## config.mk

```make
export PLATFORM = sky130hd
export DESIGN_NAME = rpsc_top
export DESIGN_NICKNAME = d
export VERILOG_FILES = /design/src/pkg/rpsc_pkg.sv /design/src/design/rpsc_rst_gen.sv /design/src/design/rpsc_top.sv
export SDC_FILE = /design/constraint.sdc
export NUM_CORES = 2
export LEC_CHECK = 0
export ABC_AREA = 1
export ABC_CLOCK_PERIOD_IN_PS = 47600
export BUFFER_PORTS_ARGS = -buffer_cell sky130_fd_sc_hd__buf_4
export CORE_MARGIN = 2
export CORE_UTILIZATION = 55
export DETAILED_ROUTE_END_ITERATION = 12
export HOLD_SLACK_MARGIN = 0.1
export PLACE_DENSITY = 0.71
export SLEW_MARGIN = 10
export SYNTH_ARGS = -nofsm -noshare
export SYNTH_HDL_FRONTEND = slang
export SYNTH_SLANG_ARGS = --single-unit
```

## constraint.sdc

```tcl
create_clock -name core_clk -period 47.6 [get_ports core_clk]
set_input_delay 7.14 -clock core_clk [delete_from_list [all_inputs] [get_ports core_clk]]
set_output_delay 7.14 -clock core_clk [all_outputs]
set_load 0.02 [all_outputs]
```

## src/pkg/rpsc_pkg.sv

```systemverilog
// Constants, register map and types for the repeater port supervisor
// What this block does
// - Fragments under 96 bits, preamble included, are padded to 96 bits with jam
// - Partitioned port still gets transmit data, its receive is not repeated
// - Enabled port partitions after 1024 to 2048 bit times of continuous collision
// - Enabled port partitions after 32 consecutive colliding transmit attempts
// - Standard reconnect: collision-free transmit or receive over 512 bit times
// - Alternate reconnect: only collision-free transmit over 512 bit times counts
// - One algorithm choice for all twisted-pair ports, separate for attachment port
// - Each port partitions and reconnects independently of all others
// - Link pulse sent after transmitter idle longer than 8 to 17 ms
// - No packets or pulses for 65 to 132 ms with test enabled: link fail
// - Link fail disables repeat both ways until four pulses or one packet
// - Per-port link test receive disable; disabled port never enters link fail
// - Link pulses always sent, whatever the port state
// - Per-port polarity correction, evaluated once after reset or link fail
// - Block stays in reset 10 crystal cycles after reset release
// - During reset outputs are inactive and transmitters idle
// - After reset: standard algorithm, receivers and link test on, link fail, no polarity
// - Internal reset has a guaranteed width despite a rippling reset edge
// - Bit-time port timing derives from the 20 MHz crystal rate, link pulse timing from the 250 MHz core clock
package rpsc_pkg;
  localparam int NP      = 9;
  localparam int NTP     = 8;
  localparam int AUI_IDX = 8;
  localparam int CNT_W   = 24;

  // Clock rates
  localparam int CLK_MHZ  = 250;
  localparam int XTAL_MHZ = 20;
  localparam int BIT_XTAL = 2;
  localparam int BIT_CYC  = (BIT_XTAL * CLK_MHZ + XTAL_MHZ - 1) / XTAL_MHZ;

  // Bit-time figures
  localparam int FRAG_BITS      = 96;
  localparam int PART_MIN_BITS  = 1024;
  localparam int PART_MAX_BITS  = 2048;
  localparam int RECON_BITS     = 512;
  localparam int CONS_ATTEMPTS  = 32;
  localparam int LP_CONS        = 4;

  // Millisecond figures in microseconds, reset hold in crystal cycles
  localparam int LTX_MIN_US = 8000;
  localparam int LTX_MAX_US = 17000;
  localparam int LRX_MIN_US = 65000;
  localparam int LRX_MAX_US = 132000;
  localparam int RST_HOLD_XTAL = 10;

  localparam logic [CNT_W-1:0] FRAG_CYC  = CNT_W'(FRAG_BITS * BIT_CYC);
  localparam logic [CNT_W-1:0] PART_CYC  = CNT_W'(PART_MIN_BITS * BIT_CYC);
  localparam logic [CNT_W-1:0] RECON_CYC = CNT_W'(RECON_BITS * BIT_CYC);
  localparam logic [CNT_W-1:0] LTX_CYC   = CNT_W'(LTX_MIN_US * CLK_MHZ);
  localparam logic [CNT_W-1:0] LRX_CYC   = CNT_W'(LRX_MIN_US * CLK_MHZ);
  localparam logic [CNT_W-1:0] LP_GAP_CYC = CNT_W'(LTX_MAX_US * CLK_MHZ);
  localparam logic [7:0] RST_HOLD_CYC =
    8'((RST_HOLD_XTAL * CLK_MHZ + XTAL_MHZ - 1) / XTAL_MHZ);
  localparam logic [5:0] CONS_COLL = 6'(CONS_ATTEMPTS);
  localparam logic [2:0] LP_LAST   = 3'(LP_CONS - 1);

  // Register map, byte addresses
  localparam int AW = 5;
  localparam logic [AW-1:0] CTRL_OFS      = 5'h00;
  localparam logic [AW-1:0] PORT_EN_OFS   = 5'h04;
  localparam logic [AW-1:0] LTEST_EN_OFS  = 5'h08;
  localparam logic [AW-1:0] POL_EN_OFS    = 5'h0C;
  localparam logic [AW-1:0] PART_STAT_OFS = 5'h10;
  localparam logic [AW-1:0] LINK_STAT_OFS = 5'h14;

  // Fields
  localparam int TP_ALT_BIT  = 0;
  localparam int AUI_ALT_BIT = 1;
  localparam int POL_STAT_LSB = 8;

  // Reset values
  localparam logic [1:0]    CTRL_RST     = 2'h0;
  localparam logic [NP-1:0] PORT_EN_RST  = 9'h1FF;
  localparam logic [NTP-1:0] LTEST_RST   = 8'hFF;
  localparam logic [NTP-1:0] POL_EN_RST  = 8'h00;

  typedef enum logic {
    RPSC_CONN = 1'b0,
    RPSC_PART = 1'b1
  } rpsc_part_e;
endpackage

```

## src/design/rpsc_rst_gen.sv

```systemverilog
// Internal reset generator with stretched release
`timescale 1ns/100ps
`default_nettype none
module rpsc_rst_gen (
  input  wire logic core_clk,
  input  wire logic rstn,
  output var  logic int_rstn
);
  logic       s1_reg;
  logic       s2_reg;
  logic [7:0] hold_reg;

  // Release synchroniser
  always_ff @(posedge core_clk or negedge rstn) begin
    if (!rstn) begin
      s1_reg <= 1'b0;
      s2_reg <= 1'b0;
    end else begin
      s1_reg <= 1'b1;
      s2_reg <= s1_reg;
    end
  end

  // Hold after release, restart on any ripple
  always_ff @(posedge core_clk or negedge rstn) begin
    if (!rstn) begin
      hold_reg <= 8'h00;
      int_rstn <= 1'b0;
    end else if (!s2_reg) begin
      hold_reg <= 8'h00;
      int_rstn <= 1'b0;
    end else if (hold_reg != rpsc_pkg::RST_HOLD_CYC) begin
      hold_reg <= hold_reg + 8'h01;
      int_rstn <= 1'b0;
    end else begin
      int_rstn <= 1'b1;
    end
  end
endmodule
`default_nettype wire

```

## src/design/rpsc_top.sv

```systemverilog
// Repeater port supervisor: partition, link test, polarity, fragments
`timescale 1ns/100ps
`default_nettype none
module rpsc_top #(
  parameter logic [rpsc_pkg::CNT_W-1:0] PART_CYC   = rpsc_pkg::PART_CYC,
  parameter logic [rpsc_pkg::CNT_W-1:0] RECON_CYC  = rpsc_pkg::RECON_CYC,
  parameter logic [rpsc_pkg::CNT_W-1:0] LTX_CYC    = rpsc_pkg::LTX_CYC,
  parameter logic [rpsc_pkg::CNT_W-1:0] LRX_CYC    = rpsc_pkg::LRX_CYC,
  parameter logic [rpsc_pkg::CNT_W-1:0] LP_GAP_CYC = rpsc_pkg::LP_GAP_CYC
) (
  input  wire logic                        core_clk,
  input  wire logic                        rstn,
  input  wire logic [rpsc_pkg::AW-1:0]     avs_address,
  input  wire logic                        avs_read,
  input  wire logic                        avs_write,
  input  wire logic [31:0]                 avs_writedata,
  output var  logic [31:0]                 avs_readdata,
  output var  logic                        avs_waitrequest,
  input  wire logic [rpsc_pkg::NP-1:0]     rx_active,
  input  wire logic [rpsc_pkg::NP-1:0]     tx_active,
  input  wire logic                        sqe_active,
  input  wire logic [rpsc_pkg::NTP-1:0]    link_pulse_rx,
  input  wire logic [rpsc_pkg::NTP-1:0]    rx_pol_reversed,
  input  wire logic                        rep_active,
  output var  logic [rpsc_pkg::NP-1:0]     port_rx_gate,
  output var  logic [rpsc_pkg::NP-1:0]     port_tx_gate,
  output logic      [rpsc_pkg::NTP-1:0]    link_pulse_tx,
  output logic      [rpsc_pkg::NTP-1:0]    pol_correct,
  output var  logic                        jam_extend
);
  localparam int NP  = rpsc_pkg::NP;
  localparam int NTP = rpsc_pkg::NTP;
  localparam int CW  = rpsc_pkg::CNT_W;
  localparam int SW  = NP + 1 + 2 * NTP;

  logic            int_rstn;
  logic [SW-1:0]   s1_reg;
  logic [SW-1:0]   s2_reg;
  logic [SW-1:0]   s3_reg;
  logic [SW-1:0]   lvl_reg;
  logic [NP-1:0]   rx_lvl;
  logic            sqe_lvl;
  logic [NTP-1:0]  lp_lvl;
  logic [NTP-1:0]  pol_lvl;
  logic [NTP-1:0]  lp_d_reg;
  logic [NTP-1:0]  lp_edge;
  logic [1:0]      ctrl_reg;
  logic [NP-1:0]   port_en_reg;
  logic [NTP-1:0]  ltest_en_reg;
  logic [NTP-1:0]  pol_en_reg;
  logic [NP-1:0]   part_w;
  logic [NP-1:0]   lf_w;
  logic [NTP-1:0]  pol_w;
  logic [CW-1:0]   frag_cnt_reg;
  logic            rep_d_reg;

  rpsc_rst_gen u_rst (
    .core_clk (core_clk),
    .rstn     (rstn),
    .int_rstn (int_rstn)
  );

  // Pin synchronisers, level accepted when stages two and three agree
  always_ff @(posedge core_clk or negedge int_rstn) begin
    if (!int_rstn) begin
      s1_reg  <= '0;
      s2_reg  <= '0;
      s3_reg  <= '0;
      lvl_reg <= '0;
    end else begin
      s1_reg <= {rx_pol_reversed, link_pulse_rx, sqe_active, rx_active};
      s2_reg <= s1_reg;
      s3_reg <= s2_reg;
      for (int k = 0; k < SW; k++) begin
        if (s2_reg[k] == s3_reg[k]) begin
          lvl_reg[k] <= s3_reg[k];
        end
      end
    end
  end

  assign rx_lvl  = lvl_reg[NP-1:0];
  assign sqe_lvl = lvl_reg[NP];
  assign lp_lvl  = lvl_reg[NP+NTP:NP+1];
  assign pol_lvl = lvl_reg[SW-1:NP+NTP+1];

  // Link pulse edge
  always_ff @(posedge core_clk or negedge int_rstn) begin
    if (!int_rstn) begin
      lp_d_reg <= '0;
    end else begin
      lp_d_reg <= lp_lvl;
    end
  end
  assign lp_edge = lp_lvl & ~lp_d_reg;

  // Register read decode
  function automatic logic [31:0] rd_mux(input logic [rpsc_pkg::AW-1:0] a);
    logic [31:0] d;
    d = 32'h0000_0000;
    unique case (a)
      rpsc_pkg::CTRL_OFS:      d[1:0] = ctrl_reg;
      rpsc_pkg::PORT_EN_OFS:   d[NP-1:0] = port_en_reg;
      rpsc_pkg::LTEST_EN_OFS:  d[NTP-1:0] = ltest_en_reg;
      rpsc_pkg::POL_EN_OFS:    d[NTP-1:0] = pol_en_reg;
      rpsc_pkg::PART_STAT_OFS: d[NP-1:0] = part_w;
      rpsc_pkg::LINK_STAT_OFS: begin
        d[NTP-1:0] = lf_w[NTP-1:0];
        d[rpsc_pkg::POL_STAT_LSB +: NTP] = pol_w;
      end
      default:                 d = 32'h0000_0000;
    endcase
    return d;
  endfunction

  // Avalon slave: one wait cycle, write lands when waitrequest is low
  always_ff @(posedge core_clk or negedge int_rstn) begin
    if (!int_rstn) begin
      avs_waitrequest <= 1'b1;
      avs_readdata    <= 32'h0000_0000;
    end else if ((avs_read || avs_write) && avs_waitrequest) begin
      avs_waitrequest <= 1'b0;
      avs_readdata    <= avs_read ? rd_mux(avs_address) : 32'h0000_0000;
    end else begin
      avs_waitrequest <= 1'b1;
    end
  end

  // Control registers
  always_ff @(posedge core_clk or negedge int_rstn) begin
    if (!int_rstn) begin
      ctrl_reg     <= rpsc_pkg::CTRL_RST;
      port_en_reg  <= rpsc_pkg::PORT_EN_RST;
      ltest_en_reg <= rpsc_pkg::LTEST_RST;
      pol_en_reg   <= rpsc_pkg::POL_EN_RST;
    end else if (avs_write && !avs_waitrequest) begin
      unique case (avs_address)
        rpsc_pkg::CTRL_OFS:     ctrl_reg <= avs_writedata[1:0];
        rpsc_pkg::PORT_EN_OFS:  port_en_reg <= avs_writedata[NP-1:0];
        rpsc_pkg::LTEST_EN_OFS: ltest_en_reg <= avs_writedata[NTP-1:0];
        rpsc_pkg::POL_EN_OFS:   pol_en_reg <= avs_writedata[NTP-1:0];
        default:                ctrl_reg <= ctrl_reg;
      endcase
    end
  end

  // Fragment extension
  always_ff @(posedge core_clk or negedge int_rstn) begin
    if (!int_rstn) begin
      frag_cnt_reg <= '0;
      rep_d_reg    <= 1'b0;
      jam_extend   <= 1'b0;
    end else begin
      rep_d_reg <= rep_active;
      if (rep_active && !rep_d_reg) begin
        frag_cnt_reg <= CW'(1);
        jam_extend   <= 1'b0;
      end else if (rep_active || jam_extend) begin
        if (frag_cnt_reg != rpsc_pkg::FRAG_CYC) begin
          frag_cnt_reg <= frag_cnt_reg + CW'(1);
        end else begin
          jam_extend <= 1'b0;
        end
      end
      if (!rep_active && rep_d_reg && frag_cnt_reg < rpsc_pkg::FRAG_CYC) begin
        jam_extend <= 1'b1;
      end
    end
  end

  // Per-port supervision
  for (genvar i = 0; i < NP; i++) begin : g_port
    rpsc_pkg::rpsc_part_e st_reg;
    logic          coll;
    logic          alt;
    logic          act;
    logic          act_end;
    logic          act_d_reg;
    logic          tx_d_reg;
    logic          att_coll_reg;
    logic          len_coll_reg;
    logic [5:0]    ncons_reg;
    logic [CW-1:0] ccnt_reg;
    logic [CW-1:0] len_reg;

    if (i == rpsc_pkg::AUI_IDX) begin : g_aui
      assign coll = sqe_lvl;
      assign alt  = ctrl_reg[rpsc_pkg::AUI_ALT_BIT];
    end else begin : g_tpc
      assign coll = tx_active[i] & rx_lvl[i];
      assign alt  = ctrl_reg[rpsc_pkg::TP_ALT_BIT];
    end
    assign act     = tx_active[i] | (rx_lvl[i] & ~alt);
    assign act_end = act_d_reg & ~act;
    assign part_w[i] = (st_reg == rpsc_pkg::RPSC_PART);

    always_ff @(posedge core_clk or negedge int_rstn) begin
      if (!int_rstn) begin
        st_reg       <= rpsc_pkg::RPSC_CONN;
        ccnt_reg     <= '0;
        ncons_reg    <= 6'h00;
        att_coll_reg <= 1'b0;
        tx_d_reg     <= 1'b0;
        act_d_reg    <= 1'b0;
        len_reg      <= '0;
        len_coll_reg <= 1'b0;
      end else begin
        tx_d_reg  <= tx_active[i];
        act_d_reg <= act;
        if (!coll) begin
          ccnt_reg <= '0;
        end else if (ccnt_reg != PART_CYC) begin
          ccnt_reg <= ccnt_reg + CW'(1);
        end
        if (tx_active[i] && !tx_d_reg) begin
          att_coll_reg <= coll;
        end else if (coll) begin
          att_coll_reg <= 1'b1;
        end
        if (st_reg == rpsc_pkg::RPSC_PART) begin
          ncons_reg <= 6'h00;
        end else if (!tx_active[i] && tx_d_reg) begin
          ncons_reg <= att_coll_reg ? ncons_reg + 6'h01 : 6'h00;
        end
        if (act) begin
          if (len_reg != RECON_CYC) begin
            len_reg <= len_reg + CW'(1);
          end
          if (coll) begin
            len_coll_reg <= 1'b1;
          end
        end else begin
          len_reg      <= '0;
          len_coll_reg <= 1'b0;
        end
        unique case (st_reg)
          rpsc_pkg::RPSC_CONN: begin
            if (port_en_reg[i] && (ccnt_reg == PART_CYC ||
                ncons_reg == rpsc_pkg::CONS_COLL)) begin
              st_reg <= rpsc_pkg::RPSC_PART;
            end
          end
          rpsc_pkg::RPSC_PART: begin
            if (act_end && len_reg == RECON_CYC && !len_coll_reg) begin
              st_reg <= rpsc_pkg::RPSC_CONN;
            end
          end
        endcase
      end
    end

    if (i < NTP) begin : g_tp
      logic          lf_reg;
      logic          ltx_reg;
      logic          rx_d_reg;
      logic          pol_done_reg;
      logic          pol_inv_reg;
      logic [2:0]    lpc_reg;
      logic [CW-1:0] itx_reg;
      logic [CW-1:0] irx_reg;
      logic          rx_start;

      assign rx_start         = rx_lvl[i] & ~rx_d_reg;
      assign lf_w[i]          = lf_reg;
      assign pol_w[i]         = pol_inv_reg;
      assign pol_correct[i]   = pol_inv_reg;
      assign link_pulse_tx[i] = ltx_reg;

      // Idle link pulses, independent of port state
      always_ff @(posedge core_clk or negedge int_rstn) begin
        if (!int_rstn) begin
          itx_reg <= '0;
          ltx_reg <= 1'b0;
        end else begin
          ltx_reg <= !tx_active[i] && itx_reg == LTX_CYC;
          if (tx_active[i] || itx_reg == LTX_CYC) begin
            itx_reg <= '0;
          end else begin
            itx_reg <= itx_reg + CW'(1);
          end
        end
      end

      // Receive link monitor
      always_ff @(posedge core_clk or negedge int_rstn) begin
        if (!int_rstn) begin
          lf_reg   <= 1'b1;
          irx_reg  <= '0;
          lpc_reg  <= 3'h0;
          rx_d_reg <= 1'b0;
        end else begin
          rx_d_reg <= rx_lvl[i];
          if (rx_lvl[i] || lp_edge[i]) begin
            irx_reg <= '0;
          end else if (irx_reg != LRX_CYC) begin
            irx_reg <= irx_reg + CW'(1);
          end
          if (rx_start) begin
            lpc_reg <= 3'h0;
          end else if (lp_edge[i] && lpc_reg != rpsc_pkg::LP_LAST) begin
            lpc_reg <= lpc_reg + 3'h1;
          end else if (irx_reg >= LP_GAP_CYC) begin
            lpc_reg <= 3'h0;
          end
          if (!ltest_en_reg[i]) begin
            lf_reg <= 1'b0;
          end else if (lf_reg && (rx_start ||
                       (lp_edge[i] && lpc_reg == rpsc_pkg::LP_LAST))) begin
            lf_reg <= 1'b0;
          end else if (irx_reg == LRX_CYC) begin
            lf_reg <= 1'b1;
          end
        end
      end

      // Polarity, sampled on the first packet after reset or link fail that arrives outside link fail
      always_ff @(posedge core_clk or negedge int_rstn) begin
        if (!int_rstn) begin
          pol_done_reg <= 1'b0;
          pol_inv_reg  <= 1'b0;
        end else if (!pol_en_reg[i]) begin
          pol_done_reg <= 1'b0;
          pol_inv_reg  <= 1'b0;
        end else if (lf_reg) begin
          pol_done_reg <= 1'b0;
        end else if (rx_start && !pol_done_reg) begin
          pol_done_reg <= 1'b1;
          pol_inv_reg  <= pol_lvl[i];
        end
      end
    end else begin : g_nolink
      assign lf_w[i] = 1'b0;
    end
  end

  // Repeat gates
  always_ff @(posedge core_clk or negedge int_rstn) begin
    if (!int_rstn) begin
      port_rx_gate <= '0;
      port_tx_gate <= '0;
    end else begin
      port_rx_gate <= port_en_reg & ~part_w & ~lf_w;
      port_tx_gate <= port_en_reg & ~lf_w;
    end
  end
endmodule
`default_nettype wire

```

* Yosys cells after proc, flatten, opt, wreduce, memory -nomap -nowiden
Index checks and enable logic that the tools add are counted.
Word-level totals: flip-flop bits (word level) 1206, latch bits 0, RAM bits 0, ROM bits 0, output and inout bits 68, memories 0
Cells by class: $add $sub $neg 53, $mul 0, div/mod/pow operators 0, magnitude comparators 9, equality and inequality tests 179, shifts and indexed selects 0, multiplexer cells 254, bitwise operators 78, reductions and logical operators 215
Operators with widths (number):
- $mux W24 | 63
- $add A24 B1 Y24 const B | 35
- $eq A24 B14 Y1 const B | 9
- $eq A24 B15 Y1 const B | 9
- $ne A24 B14 Y1 const B | 9
- $ne A24 B15 Y1 const B | 9
- $eq A24 B21 Y1 const B | 8
- $eq A24 B24 Y1 const B | 8
- $ge A24 B23 Y1 const B | 8
- $ne A24 B24 Y1 const B | 8
- $mux W6 | 27
- $mux W1 | 124
- $logic_and A1 B1 Y1 | 90
- $mux W3 | 24
- $reduce_bool A2 Y1 | 28
- $add A6 B1 Y6 const B | 9
- $eq A6 B6 Y1 const B | 9
- $ne A2 B1 Y1 const B | 26
- $ne A3 B1 Y1 const B | 16
- $logic_not A1 Y1 | 38
- $ne A2 B2 Y1 const B | 18
- $logic_or A1 B1 Y1 | 35
- $and A1 B1 Y1 | 34
- $pmux W6 S5 | 1
- other kinds (27) | 143

* Depth between registers and ports, before layout
depth after elaboration 9, mapped depth 11

* By module
Synthesis repeated with hierarchy kept, for this count alone.
Unflattened totals: cells, all modules 8649, area total of the unflattened synthesis 64455.6 µm²
Modules (own cells, without submodules):
- rpsc_top | instances 1, cells an instance 8586, area each 63897.5 µm², seq. area each 29535.8 µm²
- rpsc_rst_gen | instances 1, cells an instance 63, area each 558.0 µm², seq. area each 275.3 µm²

* Worst setup path before layout
OpenSTA, ideal clock, no wires.
path type input port to flip-flop, start point in avs_address[1] (netlist bit), end point reg port_en_reg[8], library setup time 68 ps, arrival time 8038 ps, data required time 47532 ps, path slack 39494 ps, stages 6, cells stage by stage nor2_2 -> nand2_2 -> nor2_8 -> nand2_4 -> buf_2 -> a21oi_2
On the way: longest elaborated chain between the ends 2
RTL lines:
- start, declared | line rpsc_top.sv:13 | input wire logic [rpsc_pkg::AW-1:0] avs_address,
- $eq A5 B3 Y1 | line rpsc_top.sv:137 | unique case (avs_address)
- $reduce_and A2 Y1 (no line)
- end signal, assigned | line rpsc_top.sv:133 | port_en_reg <= rpsc_pkg::PORT_EN_RST;
- end signal, assigned | line rpsc_top.sv:139 | rpsc_pkg::PORT_EN_OFS: port_en_reg <= avs_writedata[NP-1:0];
- end, declared | line rpsc_top.sv:48 | logic [NP-1:0] port_en_reg;
No other way between the ends. A chain may end at the register's enable or synchronous reset.

* Worst setup path after layout
start point in avs_address[4] (netlist bit), end point reg pol_en_reg[5]
On the way: longest elaborated chain between the ends 2
RTL lines:
- $eq A5 B4 Y1 | line rpsc_top.sv:137
- $reduce_and A2 Y1 (no line)
- end signal, assigned | line rpsc_top.sv:135 | pol_en_reg <= rpsc_pkg::POL_EN_RST;
- end signal, assigned | line rpsc_top.sv:141 | rpsc_pkg::POL_EN_OFS: pol_en_reg <= avs_writedata[NTP-1:0];
- end, declared | line rpsc_top.sv:50 | logic [NTP-1:0] pol_en_reg;
No other way between the ends.

==> run metrics <==
total track usage 24.85%; Tightest Hold Check Type flop to flop; vias 55150; DP Area 66030 um2; reg2reg path depth 5; final WL 146600 um; total clock sinks 1190; CP max FO 16; CTS Buf Count 134; final HPWL from detailed placement 106100 um; Die Y 344.4 um; Reg-to-Reg Start u_rst.int_rstn$_DFF_PN0_; FMAX 112.5 MHz; ys flop type dfrtp_1; wire per inst 14.12 um; Die ar. 118600 um2; antenna violations before repair 3; Period minus WS final 8.889 ns; syn_area_per_cell 7.415 um2; Mapped Area 63740 um2; post-synth top area cell dfrtp_1; GR Layer Usage met3 3.588%; Max-Cap Viols 0; chip width 344.4 um; layout cell share with drive strength beyond 1 5.871%; Max-slew headroom 18.18%; Ys Warns 0; Largest stage delay, worst path 0.94 ns; Synth top cells by count nand2_1 (1985), nor2_1 (1542), inv_1 (1224), dfrtp_1 (1164), nand3_1 (583); Synth area leaders dfrtp_1 (46%), nand2_1 (12%), nor2_1 (9.1%); Worst-Margin Slew 1.223 ns; H-tree Lvls 4; R2R Path End g_port[8].ccnt_reg[22]$_DFFE_PN0P_; CP Cell Sequence buf_4 > nor2_1 > nand4_1 > o21ai_0; TritonCTS clock tree yes; status completed; core area 114700 um2; FF-to-FF setup slack 43.07 ns; Resize count post-CTS 0; Post-synth EDFFs 0; # Post-CTS Setup Buffers 0; post-synthesis sequential area ratio 46.77%; Distinct cells, synth 59; met2 Use GR 40.26%; post-route setup TNS 0 ns; Async SR Flop Fraction 100.0%; max-slew violations 0; Remaining DRCs 0; Max Buffers Root-to-Sink 3; CTS clk-pin slew, worst paths 0.06 ns; largest net degree at the start of global routing 163; PortBufs 105; mux contribution to synthesized area 0%; hold path depth 0; compound-gate portion of the synthesized area 7.259%; antenna viol nets, final 0; most numerous cell in the Yosys netlist nand2_1; critical path type input port to flop; drt first pass iters 7; Area Growth Syn to Fin 11.34%; Final nets 8945; gr ovfl total 0; skew final 0.02237 ns; part of the cycle the worst path needs 18.67%; cell family with most CP delay simple AND/OR/NAND/NOR gates; row count 124; slowest CP cell nand4_1; Iteration-0 DRC Markers 4108; Hold EP s2_reg[2]$_DFF_PN0_; Synth top area share 45.70%; GP Congestion 0.9304; overall power 0.002395 W; via/cell ratio 5.309; Setup crit end kind flop; largest family of logic cells by synthesized area simple AND/OR/NAND/NOR gates; final hold violations 0; met1 usage 35.02%; #FFs+latches synth 1190; Post-Synth XOR/XNOR Area 1.979%; vias in the first global route 52440; first-pass GRT wire length 248200 um; post-synthesis adder-cell area fraction 2.489%; HP Start s1_reg[2]$_DFF_PN0_; VDD IR-drop max 0.00002984 V; unrepaired setup endpoints after global routing false; Multi-input gate area 28730 um2; synthesized instance count 8596; Buf/Inv on CP 1; CP Data Arrival Time 9.51 ns; clk_lat worst skew 0.74 ns; Simple-Gate Fraction of Synth Area 33.24%; I/O pin count 145; gr busiest metal met2; fin area 70970 um2; pwr dens 33.75 nW/um2; Leakage 31.91 nW; worst endpoint required time 48.23 ns; root buf cell clkbuf_16; Worst Setup Start Kind input port; Fill cells 10230; Setup Viol. Count Final 0; Post-CTS Hold Buffers 0; Starting Density 55.60%; storage element area 29810 um2
metal layers:
metal	wire length, um	part of all wire (%)	up-vias
met4	3114	2.1	4
met3	7440	5.1	219
met5	27	0.018	-
met1	69220	47	25910
met2	66810	46	1159
li1	-	-	27860
cells in the final DEF (no fill, tap or decap), types with 140 or more instances in the layout:
cell / synthesis / layout
o21ai_0: 376 / 374
dfrtp_1: 1164 / 1163
nor3_1: 324 / 324
nand3_1: 583 / 583
a21oi_1: 332 / 332
nand2_1: 1985 / 1985
nand4_1: 278 / 278
clkbuf_16: 0 / 140
nor2_1: 1542 / 1542
inv_1: 1224 / 1224
worst max-delay path by stage:
| stage | startpoint | endpoint | cells after the start |
|---|---|---|---|
| floorplan | u_rst.int_rstn$_DFF_PN0_ | avs_readdata[0]$_DFFE_PN0P_ | 0 |
| global placement | avs_address[1] | avs_readdata[7]$_DFFE_PN0P_ | 8 |
| detailed placement | avs_address[1] | avs_readdata[7]$_DFFE_PN0P_ | 8 |
| CTS | avs_address[1] | avs_readdata[7]$_DFFE_PN0P_ | 8 |
| global route | avs_address[1] | avs_readdata[7]$_DFFE_PN0P_ | 8 |
| finish | avs_address[4] | pol_en_reg[5]$_DFFE_PN0P_ | 4 |
metrics by stage:
| stage | utilization [%] | worst slack [ns] | std cells | hold WS [ns] |
|---|---|---|---|---|
| global route | 61.90 | 38.57 | 10390 | 0.3515 |
| floorplan | - | 12.29 | 8611 | 0.3312 |
| global placement | 57.59 | 38.08 | 10140 | 0.3324 |
| finish | 61.90 | 38.71 | 10390 | 0.3454 |
| CTS | 61.90 | 38.86 | 10390 | 0.3474 |
| detailed placement | 57.59 | 38.06 | 10140 | 0.3355 |
cells by family after synthesis:
group / after synthesis
buf+inv: 1346
fa+ha+maj: 132
flops: 1190
compound gates: 863
other cells: 2
simple gates: 4919
xor+xnor: 144
report_power, final:
group | total [W] | internal, W | leakage [nW] | switching (W)
combinational | 0.000157 | 0.0000567 | 13.5 | 0.000101
sequential | 0.00110 | 0.00106 | 16.0 | 0.0000394
clock | 0.00114 | 0.000710 | 2.39 | 0.000432
area by class of cell:
cell class	instances	area share, %
flip-flops and latches	1190	42.01
multi-input cells	6075	40.48
inverters	1238	6.554
clock buffers	181	5.449
well taps	1512	2.665
clock inverters	67	1.507
repair buffers	123	1.336
diodes	1	0.003526
Note: power is estimated with default switching activity, not from simulation.
